$ cat src/shared/iwd_defines.svh
// Field positions, widths and fixed codes of the instruction word decoder
`ifndef IWD_DEFINES_SVH
`define IWD_DEFINES_SVH
// Word sizes
`define IWD_WORD_W 24
`define IWD_PAIR_W 48
`define IWD_OPC_W 8
// Opcode field (top byte)
`define IWD_OPC_MSB 23
`define IWD_OPC_LSB 16
// Class select inside the opcode
`define IWD_CLS_MSB 7
`define IWD_CLS_LSB 5
// Lone second word: opcode all zero
`define IWD_OPC_NOP 8'h00
// Double-word opcodes (plain defaults)
`define IWD_DW_OPC0 8'h02
`define IWD_DW_OPC1 8'h04
`define IWD_DW_OPC2 8'h06
// Register-form operand fields
`define IWD_BASE_LSB 15
`define IWD_BYTE_BIT 14
`define IWD_DMODE_LSB 11
`define IWD_DST_LSB 7
`define IWD_SMODE_LSB 4
`define IWD_SRC_LSB 0
// File-register form
`define IWD_DSEL_BIT 13
`define IWD_FADDR_LSB 0
// Bit form
`define IWD_BPOS_LSB 0
`define IWD_BIND_BIT 4
`define IWD_BFILE_BIT 5
// Literal form
`define IWD_LIT_LSB 4
`define IWD_LDST_BIT 14
// MAC form
`define IWD_ACC_BIT 15
`define IWD_MUL_LSB 12
`define IWD_XPF_LSB 10
`define IWD_XPD_LSB 8
`define IWD_YPF_LSB 6
`define IWD_YPD_LSB 4
`define IWD_AWB_LSB 2
// Other DSP form
`define IWD_SHREG_BIT 14
`define IWD_SHLIT_LSB 4
// Control form
`define IWD_PLOW_LSB 0
`define IWD_PHIGH_LSB 0
`define IWD_TMODE_LSB 0
`endif

$ cat src/shared/iwd_pkg.sv
// Types shared by the instruction word decoder files
package iwd_pkg;
  // Instruction groups, picked by the top opcode bits
  typedef enum logic [2:0] {
    IWD_CLS_CTRL = 3'b000,
    IWD_CLS_DEFAULT_WORKING_REG = 3'b001,
    IWD_CLS_FILE = 3'b010,
    IWD_CLS_BIT = 3'b011,
    IWD_CLS_LARI = 3'b100,
    IWD_CLS_LMOV = 3'b101,
    IWD_CLS_MAC = 3'b110,
    IWD_CLS_DSP = 3'b111
  } iwd_class_t;
  // Sequencer states
  typedef enum logic [0:0] {
    IWD_ST_FIRST = 1'b0,
    IWD_ST_SECOND = 1'b1
  } iwd_state_t;
  // Decoded operation handed to the datapath
  typedef struct packed {
    logic [7:0] opcode;
    iwd_class_t iclass;
    logic is_double;
    logic is_nop;
    logic byte_op;
    logic [3:0] base_source_reg;
    logic [3:0] second_source_reg;
    logic [2:0] src_mode;
    logic [3:0] result_dest_reg;
    logic [2:0] dst_mode;
    logic [12:0] file_addr;
    logic to_default_working_reg;
    logic [3:0] bit_pos;
    logic bit_indirect;
    logic bit_in_file;
    logic [9:0] literal;
    logic lit_has_dest;
    logic acc_b;
    logic [2:0] mul_sel;
    logic [1:0] x_pf_op;
    logic [1:0] x_pf_dst;
    logic [1:0] y_pf_op;
    logic [1:0] y_pf_dst;
    logic [1:0] acc_wb;
    logic shift_from_reg;
    logic [3:0] shift_lit;
    logic [3:0] shift_count_reg;
    logic [22:0] prog_addr;
    logic [3:0] tbl_mode;
  } iwd_dec_t;
endpackage : iwd_pkg

$ cat src/hdl/iwd_word_hold.sv
// Holding store for the first word of a double-word instruction
`timescale 1ns/1ps
module iwd_word_hold
  import iwd_pkg::*;
#(
  parameter int WIDTH = 24
) (
  input wire logic core_clk,
  input wire logic sys_rst,
  input wire logic load,
  input wire logic [WIDTH-1:0] wr_data,
  output logic [WIDTH-1:0] rd_data
);
  // ==========================================
  // Storage
  // ==========================================
  // Held word; read data comes straight from this flop
  logic [WIDTH-1:0] store_r;

  // Capture on load, keep otherwise
  always_ff @(posedge core_clk) begin
    if (sys_rst) begin
      store_r <= '0;
    end else if (load) begin
      store_r <= wr_data;
    end
  end

  assign rd_data = store_r;
endmodule : iwd_word_hold

$ cat src/hdl/iwd_decoder.sv
// Instruction word decoder: splits program words into opcode and operand fields
//
// Functional notes
// - One 24-bit word is one instruction, except the three double-word opcodes.
// - Split word into 8-bit opcode and operands.
// - Exactly three opcodes span two words.
// - Double-word instruction decoded from the first word plus second word bits 6:0.
// - Second word top eight bits are zero.
// - Lone second word executes as no-operation.
// - File ops: address, result to file/default.
// - Register ops decode base, source, destination.
// - Bit ops: register plus literal/indirect bit.
// - Literal ops: base, literal, optional destination.
// - MAC names accumulator, multipliers, write-back.
// - MAC carries X and Y prefetch fields.
// - Other DSP: accumulator plus modifiable operand.
// - DSP shift amount from register or literal.
// - Control carries address; table mode field.
`timescale 1ns/1ps
`include "iwd_defines.svh"
module iwd_decoder
  import iwd_pkg::*;
#(
  parameter logic [7:0] DW_OPC0 = `IWD_DW_OPC0,
  parameter logic [7:0] DW_OPC1 = `IWD_DW_OPC1,
  parameter logic [7:0] DW_OPC2 = `IWD_DW_OPC2
) (
  input wire logic core_clk,
  input wire logic sys_rst,
  input wire logic fetch_valid,
  input wire logic [`IWD_WORD_W-1:0] fetch_word,
  input wire logic fetch_flush,
  output logic dec_valid_r,
  output iwd_dec_t dec_out_r,
  output logic dw_pending_r,
  output logic dw_fault_r
);
  // ==========================================
  // Helper functions
  // ==========================================
  // Opcode lies in the top byte of any word
  // opcode field split
  function automatic logic [7:0] opc_of(input logic [`IWD_WORD_W-1:0] w);
    opc_of = w[`IWD_OPC_MSB:`IWD_OPC_LSB];
  endfunction : opc_of

  // True for the three double-word opcodes
  function automatic logic is_dw_opc(input logic [7:0] op);
    is_dw_opc = (op == DW_OPC0) || (op == DW_OPC1) || (op == DW_OPC2);
  endfunction : is_dw_opc

  // Field decode of a first word plus an optional second word
  function automatic iwd_dec_t decode(input logic [`IWD_WORD_W-1:0] w,
                                      input logic [`IWD_WORD_W-1:0] w2,
                                      input logic dbl);
    iwd_dec_t d;
    d = '0;
    d.opcode = opc_of(w);
    d.iclass = iwd_class_t'(d.opcode[`IWD_CLS_MSB:`IWD_CLS_LSB]);
    d.is_double = dbl;
    d.is_nop = (d.opcode == `IWD_OPC_NOP);
    d.byte_op = w[`IWD_BYTE_BIT];
    d.base_source_reg = w[`IWD_BASE_LSB +: 4];
    d.second_source_reg = w[`IWD_SRC_LSB +: 4];
    d.src_mode = w[`IWD_SMODE_LSB +: 3];
    d.result_dest_reg = w[`IWD_DST_LSB +: 4];
    d.dst_mode = w[`IWD_DMODE_LSB +: 3];
    unique case (d.iclass)
      // file address, result to file or default
      IWD_CLS_FILE: begin
        d.file_addr = w[`IWD_FADDR_LSB +: 13];
        d.to_default_working_reg = ~w[`IWD_DSEL_BIT];
      end
      // bit number literal or from base source
      IWD_CLS_BIT: begin
        d.bit_pos = w[`IWD_BPOS_LSB +: 4];
        d.bit_indirect = w[`IWD_BIND_BIT];
        d.bit_in_file = w[`IWD_BFILE_BIT];
        d.file_addr = w[`IWD_FADDR_LSB +: 13];
      end
      // base plus literal, destination only if flagged
      IWD_CLS_LARI: begin
        d.literal = w[`IWD_LIT_LSB +: 10];
        d.lit_has_dest = w[`IWD_LDST_BIT];
      end
      // Literal move: value into register or file
      IWD_CLS_LMOV: begin
        d.literal = w[`IWD_LIT_LSB +: 10];
        d.file_addr = w[`IWD_FADDR_LSB +: 13];
      end
      IWD_CLS_MAC: begin
        d.acc_b = w[`IWD_ACC_BIT];
        d.mul_sel = w[`IWD_MUL_LSB +: 3];
        d.acc_wb = w[`IWD_AWB_LSB +: 2];
        // separate X and Y prefetch fields
        d.x_pf_op = w[`IWD_XPF_LSB +: 2];
        d.x_pf_dst = w[`IWD_XPD_LSB +: 2];
        d.y_pf_op = w[`IWD_YPF_LSB +: 2];
        d.y_pf_dst = w[`IWD_YPD_LSB +: 2];
      end
      IWD_CLS_DSP: begin
        d.acc_b = w[`IWD_ACC_BIT];
        // shift count from register or literal
        d.shift_from_reg = w[`IWD_SHREG_BIT];
        d.shift_lit = w[`IWD_SHLIT_LSB +: 4];
        d.shift_count_reg = w[`IWD_SRC_LSB +: 4];
      end
      IWD_CLS_CTRL: begin
        d.tbl_mode = w[`IWD_TMODE_LSB +: 4];
        // high address bits come from the second word
        d.prog_addr = dbl ? {w2[`IWD_PHIGH_LSB +: 7], w[`IWD_PLOW_LSB +: 16]}
                          : {7'h00, w[`IWD_PLOW_LSB +: 16]};
      end
      IWD_CLS_DEFAULT_WORKING_REG: begin
        d.lit_has_dest = 1'b0;
      end
    endcase
    decode = d;
  endfunction : decode

  // ==========================================
  // Sequencer
  // ==========================================
  // Current state
  iwd_state_t state_r;
  // Held first word
  logic [`IWD_WORD_W-1:0] held_word;
  // Fetched word has a double-word opcode
  logic start_dw;
  // Load strobe into the holding store
  logic hold_load;

  assign start_dw = fetch_valid && (state_r == IWD_ST_FIRST) && is_dw_opc(opc_of(fetch_word));
  // first word parked until its partner
  assign hold_load = start_dw;

  // Holding register kept apart so the pair path stays narrow
  iwd_word_hold #(
    .WIDTH(`IWD_WORD_W)
  ) u_hold (
    .core_clk(core_clk),
    .sys_rst(sys_rst),
    .load(hold_load),
    .wr_data(fetch_word),
    .rd_data(held_word)
  );

  // State update; flush drops a half-gathered pair
  always_ff @(posedge core_clk) begin
    if (sys_rst) begin
      state_r <= IWD_ST_FIRST;
    end else if (fetch_flush) begin
      state_r <= IWD_ST_FIRST;
    end else begin
      unique case (state_r)
        IWD_ST_FIRST: begin
          if (start_dw) begin
            state_r <= IWD_ST_SECOND;
          end
        end
        IWD_ST_SECOND: begin
          if (fetch_valid) begin
            state_r <= IWD_ST_FIRST;
          end
        end
      endcase
    end
  end

  // Pending flag mirrors the wait state
  always_ff @(posedge core_clk) begin
    if (sys_rst) begin
      dw_pending_r <= 1'b0;
    end else if (fetch_flush) begin
      dw_pending_r <= 1'b0;
    end else if (start_dw) begin
      dw_pending_r <= 1'b1;
    end else if (fetch_valid) begin
      dw_pending_r <= 1'b0;
    end
  end

  // ==========================================
  // Decode output
  // ==========================================
  // One decoded op per single word or per completed pair
  always_ff @(posedge core_clk) begin
    if (sys_rst) begin
      dec_valid_r <= 1'b0;
      dec_out_r <= '0;
    end else if (fetch_flush || !fetch_valid || start_dw) begin
      // nothing issued while the first word waits
      dec_valid_r <= 1'b0;
    end else if (state_r == IWD_ST_SECOND) begin
      dec_valid_r <= 1'b1;
      dec_out_r <= decode(held_word, fetch_word, 1'b1);
    end else begin
      // a lone word is a full instruction
      // zero top byte decodes as no-operation
      dec_valid_r <= 1'b1;
      dec_out_r <= decode(fetch_word, '0, 1'b0);
    end
  end

  // Second word with a nonzero top byte; pair still issued
  always_ff @(posedge core_clk) begin
    if (sys_rst) begin
      dw_fault_r <= 1'b0;
    end else begin
      // upper byte of a second word must be zero
      dw_fault_r <= fetch_valid && !fetch_flush && (state_r == IWD_ST_SECOND) &&
                    (opc_of(fetch_word) != `IWD_OPC_NOP);
    end
  end

  // ==========================================
  // Checks
  // ==========================================
  // Single word yields its own top byte as opcode next cycle
  a_single_opcode:
    assert property (@(posedge core_clk) disable iff (sys_rst)
      (fetch_valid && !fetch_flush && state_r == IWD_ST_FIRST && !start_dw)
      |=> (dec_valid_r && dec_out_r.opcode == $past(fetch_word[`IWD_OPC_MSB:`IWD_OPC_LSB])))
    else $error("single word opcode not issued");

  // Single word is decoded alone, not as a pair
  a_single_word:
    assert property (@(posedge core_clk) disable iff (sys_rst)
      (fetch_valid && !fetch_flush && state_r == IWD_ST_FIRST && !start_dw)
      |=> !dec_out_r.is_double)
    else $error("single word marked double");

  // Double-word opcode suppresses output and waits
  a_dw_wait:
    assert property (@(posedge core_clk) disable iff (sys_rst)
      (start_dw && !fetch_flush) |=> (!dec_valid_r && dw_pending_r && state_r == IWD_ST_SECOND))
    else $error("double word start not held");

  // Pair completes as one op carrying the first opcode
  a_pair_issue:
    assert property (@(posedge core_clk) disable iff (sys_rst)
      (start_dw && !fetch_flush) ##1 (fetch_valid && !fetch_flush)
      |=> (dec_valid_r && dec_out_r.is_double && dec_out_r.opcode == $past(held_word[23:16])))
    else $error("pair not issued as one op");

  // Control pair takes high address bits from second word
  a_pair_addr:
    assert property (@(posedge core_clk) disable iff (sys_rst)
      (fetch_valid && !fetch_flush && state_r == IWD_ST_SECOND)
      |=> (dec_out_r.prog_addr[22:16] == $past(fetch_word[6:0]) ||
           dec_out_r.iclass != IWD_CLS_CTRL))
    else $error("pair address not combined");

  // Lone zero-top word decodes as no-operation
  a_lone_nop:
    assert property (@(posedge core_clk) disable iff (sys_rst)
      (fetch_valid && !fetch_flush && state_r == IWD_ST_FIRST && fetch_word[23:16] == 8'h00)
      |=> (dec_valid_r && dec_out_r.is_nop))
    else $error("lone second word not a nop");

  // Nonzero second-word top byte raises the fault flag
  a_second_zero:
    assert property (@(posedge core_clk) disable iff (sys_rst)
      (fetch_valid && !fetch_flush && state_r == IWD_ST_SECOND && fetch_word[23:16] != 8'h00)
      |=> dw_fault_r)
    else $error("second word fault missed");

  // File op sends result to default register when select bit clear
  a_file_dest:
    assert property (@(posedge core_clk) disable iff (sys_rst)
      (fetch_valid && !fetch_flush && state_r == IWD_ST_FIRST && fetch_word[23:21] == 3'b010)
      |=> (dec_out_r.to_default_working_reg == !$past(fetch_word[13]) &&
           dec_out_r.file_addr == $past(fetch_word[12:0])))
    else $error("file destination wrong");

  // MAC accumulator choice follows its bit
  a_mac_acc:
    assert property (@(posedge core_clk) disable iff (sys_rst)
      (fetch_valid && !fetch_flush && state_r == IWD_ST_FIRST && fetch_word[23:21] == 3'b110)
      |=> (dec_out_r.acc_b == $past(fetch_word[15]) && dec_out_r.x_pf_op == $past(fetch_word[11:10])))
    else $error("mac fields wrong");

  // Flush abandons a waiting pair within one cycle
  a_flush_drop:
    assert property (@(posedge core_clk) disable iff (sys_rst)
      fetch_flush |=> (!dw_pending_r && !dec_valid_r))
    else $error("flush did not clear pair");

  // Other DSP op keeps accumulator and shift source bits
  a_dsp_shift:
    assert property (@(posedge core_clk) disable iff (sys_rst)
      (fetch_valid && !fetch_flush && state_r == IWD_ST_FIRST && fetch_word[23:21] == 3'b111)
      |=> (dec_out_r.acc_b == $past(fetch_word[15]) && dec_out_r.shift_from_reg == $past(fetch_word[14])))
    else $error("dsp shift fields wrong");
endmodule : iwd_decoder

$ cat config.mk
export PLATFORM = sky130hd
export DESIGN_NAME = iwd_decoder
export DESIGN_NICKNAME = d
export VERILOG_FILES = /design/src/shared/iwd_pkg.sv /design/src/hdl/iwd_word_hold.sv /design/src/hdl/iwd_decoder.sv
export VERILOG_INCLUDE_DIRS = /design/src /design/src/shared
export SDC_FILE = /design/constraint.sdc
export NUM_CORES = 1
export LEC_CHECK = 0
export BUFFER_PORTS_ARGS = -buffer_cell sky130_fd_sc_hd__buf_2
export CORE_ASPECT_RATIO = 0.9
export CORE_MARGIN = 2
export CORE_UTILIZATION = 35
export CTS_CLUSTER_SIZE = 40
export DETAILED_ROUTE_END_ITERATION = 7
export GPL_TIMING_DRIVEN = 0
export SKIP_CTS_REPAIR_TIMING = 1
export SYNTH_ARGS = -nofsm -noshare
export SYNTH_HDL_FRONTEND = slang
export SYNTH_HIERARCHICAL = 1
export SYNTH_SLANG_ARGS = --single-unit
export TNS_END_PERCENT = 100
$ cat constraint.sdc
create_clock -name core_clk -period 2 [get_ports core_clk]
set_input_delay 0.3 -clock core_clk [delete_from_list [all_inputs] [get_ports core_clk]]
set_output_delay 0.3 -clock core_clk [all_outputs]
set_load 0.03 [all_outputs]
==> results.txt <==
Non-Filler Instances = 1002
Pins Over Slew Limit = 0
Final period util = 96.2%
CP Data Arrival Time = 2270 ps
Routed Antenna Nets = 0
RSZ-0062 raised after global routing = yes
worst r2r src = u_hold/rd_data[22]
achievable clock frequency = 0.520 GHz
Residual DRC = 0
IO buf count = 143
Worst R2R End = dec_out_r[30]
Rows = 45
most common cell after layout, fill and taps aside = buf_2
sequential share of the synthesized area = 44.3%
final wirelength = 19800 um
root buf cell = clkbuf_16
asr flop ratio synth = 0%
max-cap violations = 0
largest family of logic cells by synthesized area = compound AO/OA/AOI/OAI gates
TritonCTS clock tree = done
number of placed instances, taps included = 969
final hold viol count = 0
clk buf depth = 2
Crit Path Max Fanout = 10
chip height = 127 um
layout cells sized above 1 = 35.1%
status = completed
Tot GR Track Use = 22.0%
cell area after synthesis = 5920 um^2
Layout Nets = 807
grt total ovfl = 0
EDFF count, synth = 0
pin count of the biggest net entering global routing = 17
I/O pin cnt = 144
Layout area overhead = 27.4%
Post-Syn Instances = 615
Die W = 141 um
initial antenna violation count = 0
crit path time final = 1920 ps
Pre-antenna DRT Iters = 5
Hold Path End = state_r
global-route wire length before repair = 30000 um
syn avg cell area = 9.62 um^2
CP Capture Type = flop
FF-to-FF setup slack = 80 ps
R2R depth = 5
register bit total from synthesis = 131
# clock sinks = 131
die area = 18000 um^2
Synth Flop Type = dfxtp_1
Slew HR = 53.0%
Final Power = 6770 uW
RD Place Congestion = 0.874
H-tree depth = 4
XOR/XNOR Fraction of Synth Area = 0%
post-synthesis adder-cell area fraction = 0%
Clock transition at path regs = 60 ps
Synth Area in Simple Gates = 17.7%
Compound-Gate Fraction of Synth Area = 25.3%
drt via density = 5.47
CP required = 2350 ps
post-synthesis mux area share = 5.25%
Syn. warnings = 6
Cells on Worst Hold Path = 2
critical path launch point type = flop
Via Count = 5476
Worst Setup Path Type = flop to flop
Routed WL per cell = 19.8 um
clock skew = 7.06 ps
initial drt markers = 476
Detail Placement HPWL = 14400 um
Min-Delay Path Class = input port to flop
initial core utilization = 35.4%
Ant. Diodes = 0
Final Setup Violations = 0
PwrDens = 898 nW/um^2
VDD IR-drop max = 0.602 mV
count of cell types in the netlist = 40
Core ar. = 16700 um^2
actual slew at the worst max-slew pin = 705 ps
Leak = 0.00298 uW
highest-count cells in the layout ignoring fill and taps = 151 x buf_2, 131 x dfxtp_1, 126 x nor2_1
CTS buffer count = 17
Syn Nets = 643
Hold Startpoint = fetch_flush
vias in the first global route = 5095
setup TNS = 0 ps
clk_lat worst skew = 430 ps
Fin Hold WS = 84.5 ps
## worst max-delay path by stage
stage	startpoint	to	slack, ps	cells past startpoint
4_1_cts	u_hold/rd_data[23]	dec_out_r[10]	-160	5
3_5_place_dp	sys_rst	dw_pending_r	-360	5
5_1_grt	u_hold/rd_data[22]	dec_out_r[35]	-20	5
3_3_place_gp	fetch_word[23]	dec_out_r[10]	-330	6
6_report	u_hold/rd_data[22]	dec_out_r[30]	80	5
2_1_floorplan	fetch_word[21]	dec_out_r[4]	150	8
## stage by stage
stage	area, um^2	worst slack [ps]	utilization, %
6_report	7540	75.3	45.1
5_1_grt	7540	-19.9	45.1
4_1_cts	7440	-161	44.5
3_5_place_dp	6900	-355	41.2
3_3_place_gp	6900	-326	41.2
2_1_floorplan	5920	147	-
## critical path, cell delays in order (launching register included)
cell	delay, ps
dfxtp_1	350
clkbuf_1	380
and3_1	210
buf_1	400
a32oi_1	240
a211oi_2	250
## area by class of cell
class | count | area [um^2]
fill | 1651 | 9190
multi-input combinational | 407 | 2890
sequential | 131 | 2620
timing repair buffer | 146 | 753
clock buffer | 26 | 499
buffer | 75 | 452
tap | 211 | 264
clock inverter | 5 | 50.0
inverter | 1 | 3.75
## sequential cells by signal, summed over array words and instances, names as in the netlist
signal          flops
dec_valid_r         1
u_hold/rd_data     24
dw_pending_r        1
dw_fault_r          1
dec_out_r         103
state_r             1
## synthesized netlist by cell type (2+ instances only)
master | number | share of area [%]
dfxtp_1 | 131 | 44
nor2_1 | 126 | 8.0
a211oi_2 | 53 | 11
a32oi_1 | 44 | 6.5
nor3_1 | 44 | 3.7
clkbuf_1 | 39 | 2.5
mux2i_1 | 31 | 5.2
a221oi_1 | 23 | 3.4
nor2b_1 | 19 | 2.0
a211oi_1 | 15 | 1.9
buf_2 | 10 | 0.85
buf_4 | 10 | 1.3
buf_6 | 9 | 1.7
nand2_1 | 9 | 0.57
a22o_1 | 7 | 1.0
buf_1 | 6 | 0.38
nand2b_1 | 5 | 0.53
nor4_1 | 4 | 0.42
nand3b_1 | 3 | 0.38
a21oi_1 | 2 | 0.17
and2_1 | 2 | 0.21
and3_1 | 2 | 0.21
buf_12 | 2 | 0.68
nand4b_1 | 2 | 0.30
nor3b_1 | 2 | 0.25
## report_power, final
| part | internal (uW) | leakage, uW | switching, uW |
|---|---|---|---|
| logic | 315 | 0.00163 | 695 |
| registers | 2730 | 0.00107 | 72.4 |
| clock network | 1820 | 0.000274 | 1130 |
## cell families after synthesis
kind of cell,after synthesis
mux,31
flops,131
buf+inv,77
compound gates,151
simple gates,225
## routing by layer
metal	global-route usage (%)	vias to the layer above	wire, um
met2	31.6	246	8400
met5	0	-	0
met4	6.59	0	300
met3	5.70	25	1720
li1	-	2614	-
met1	32.3	2591	9390
Power figures use the tool's default switching activity.
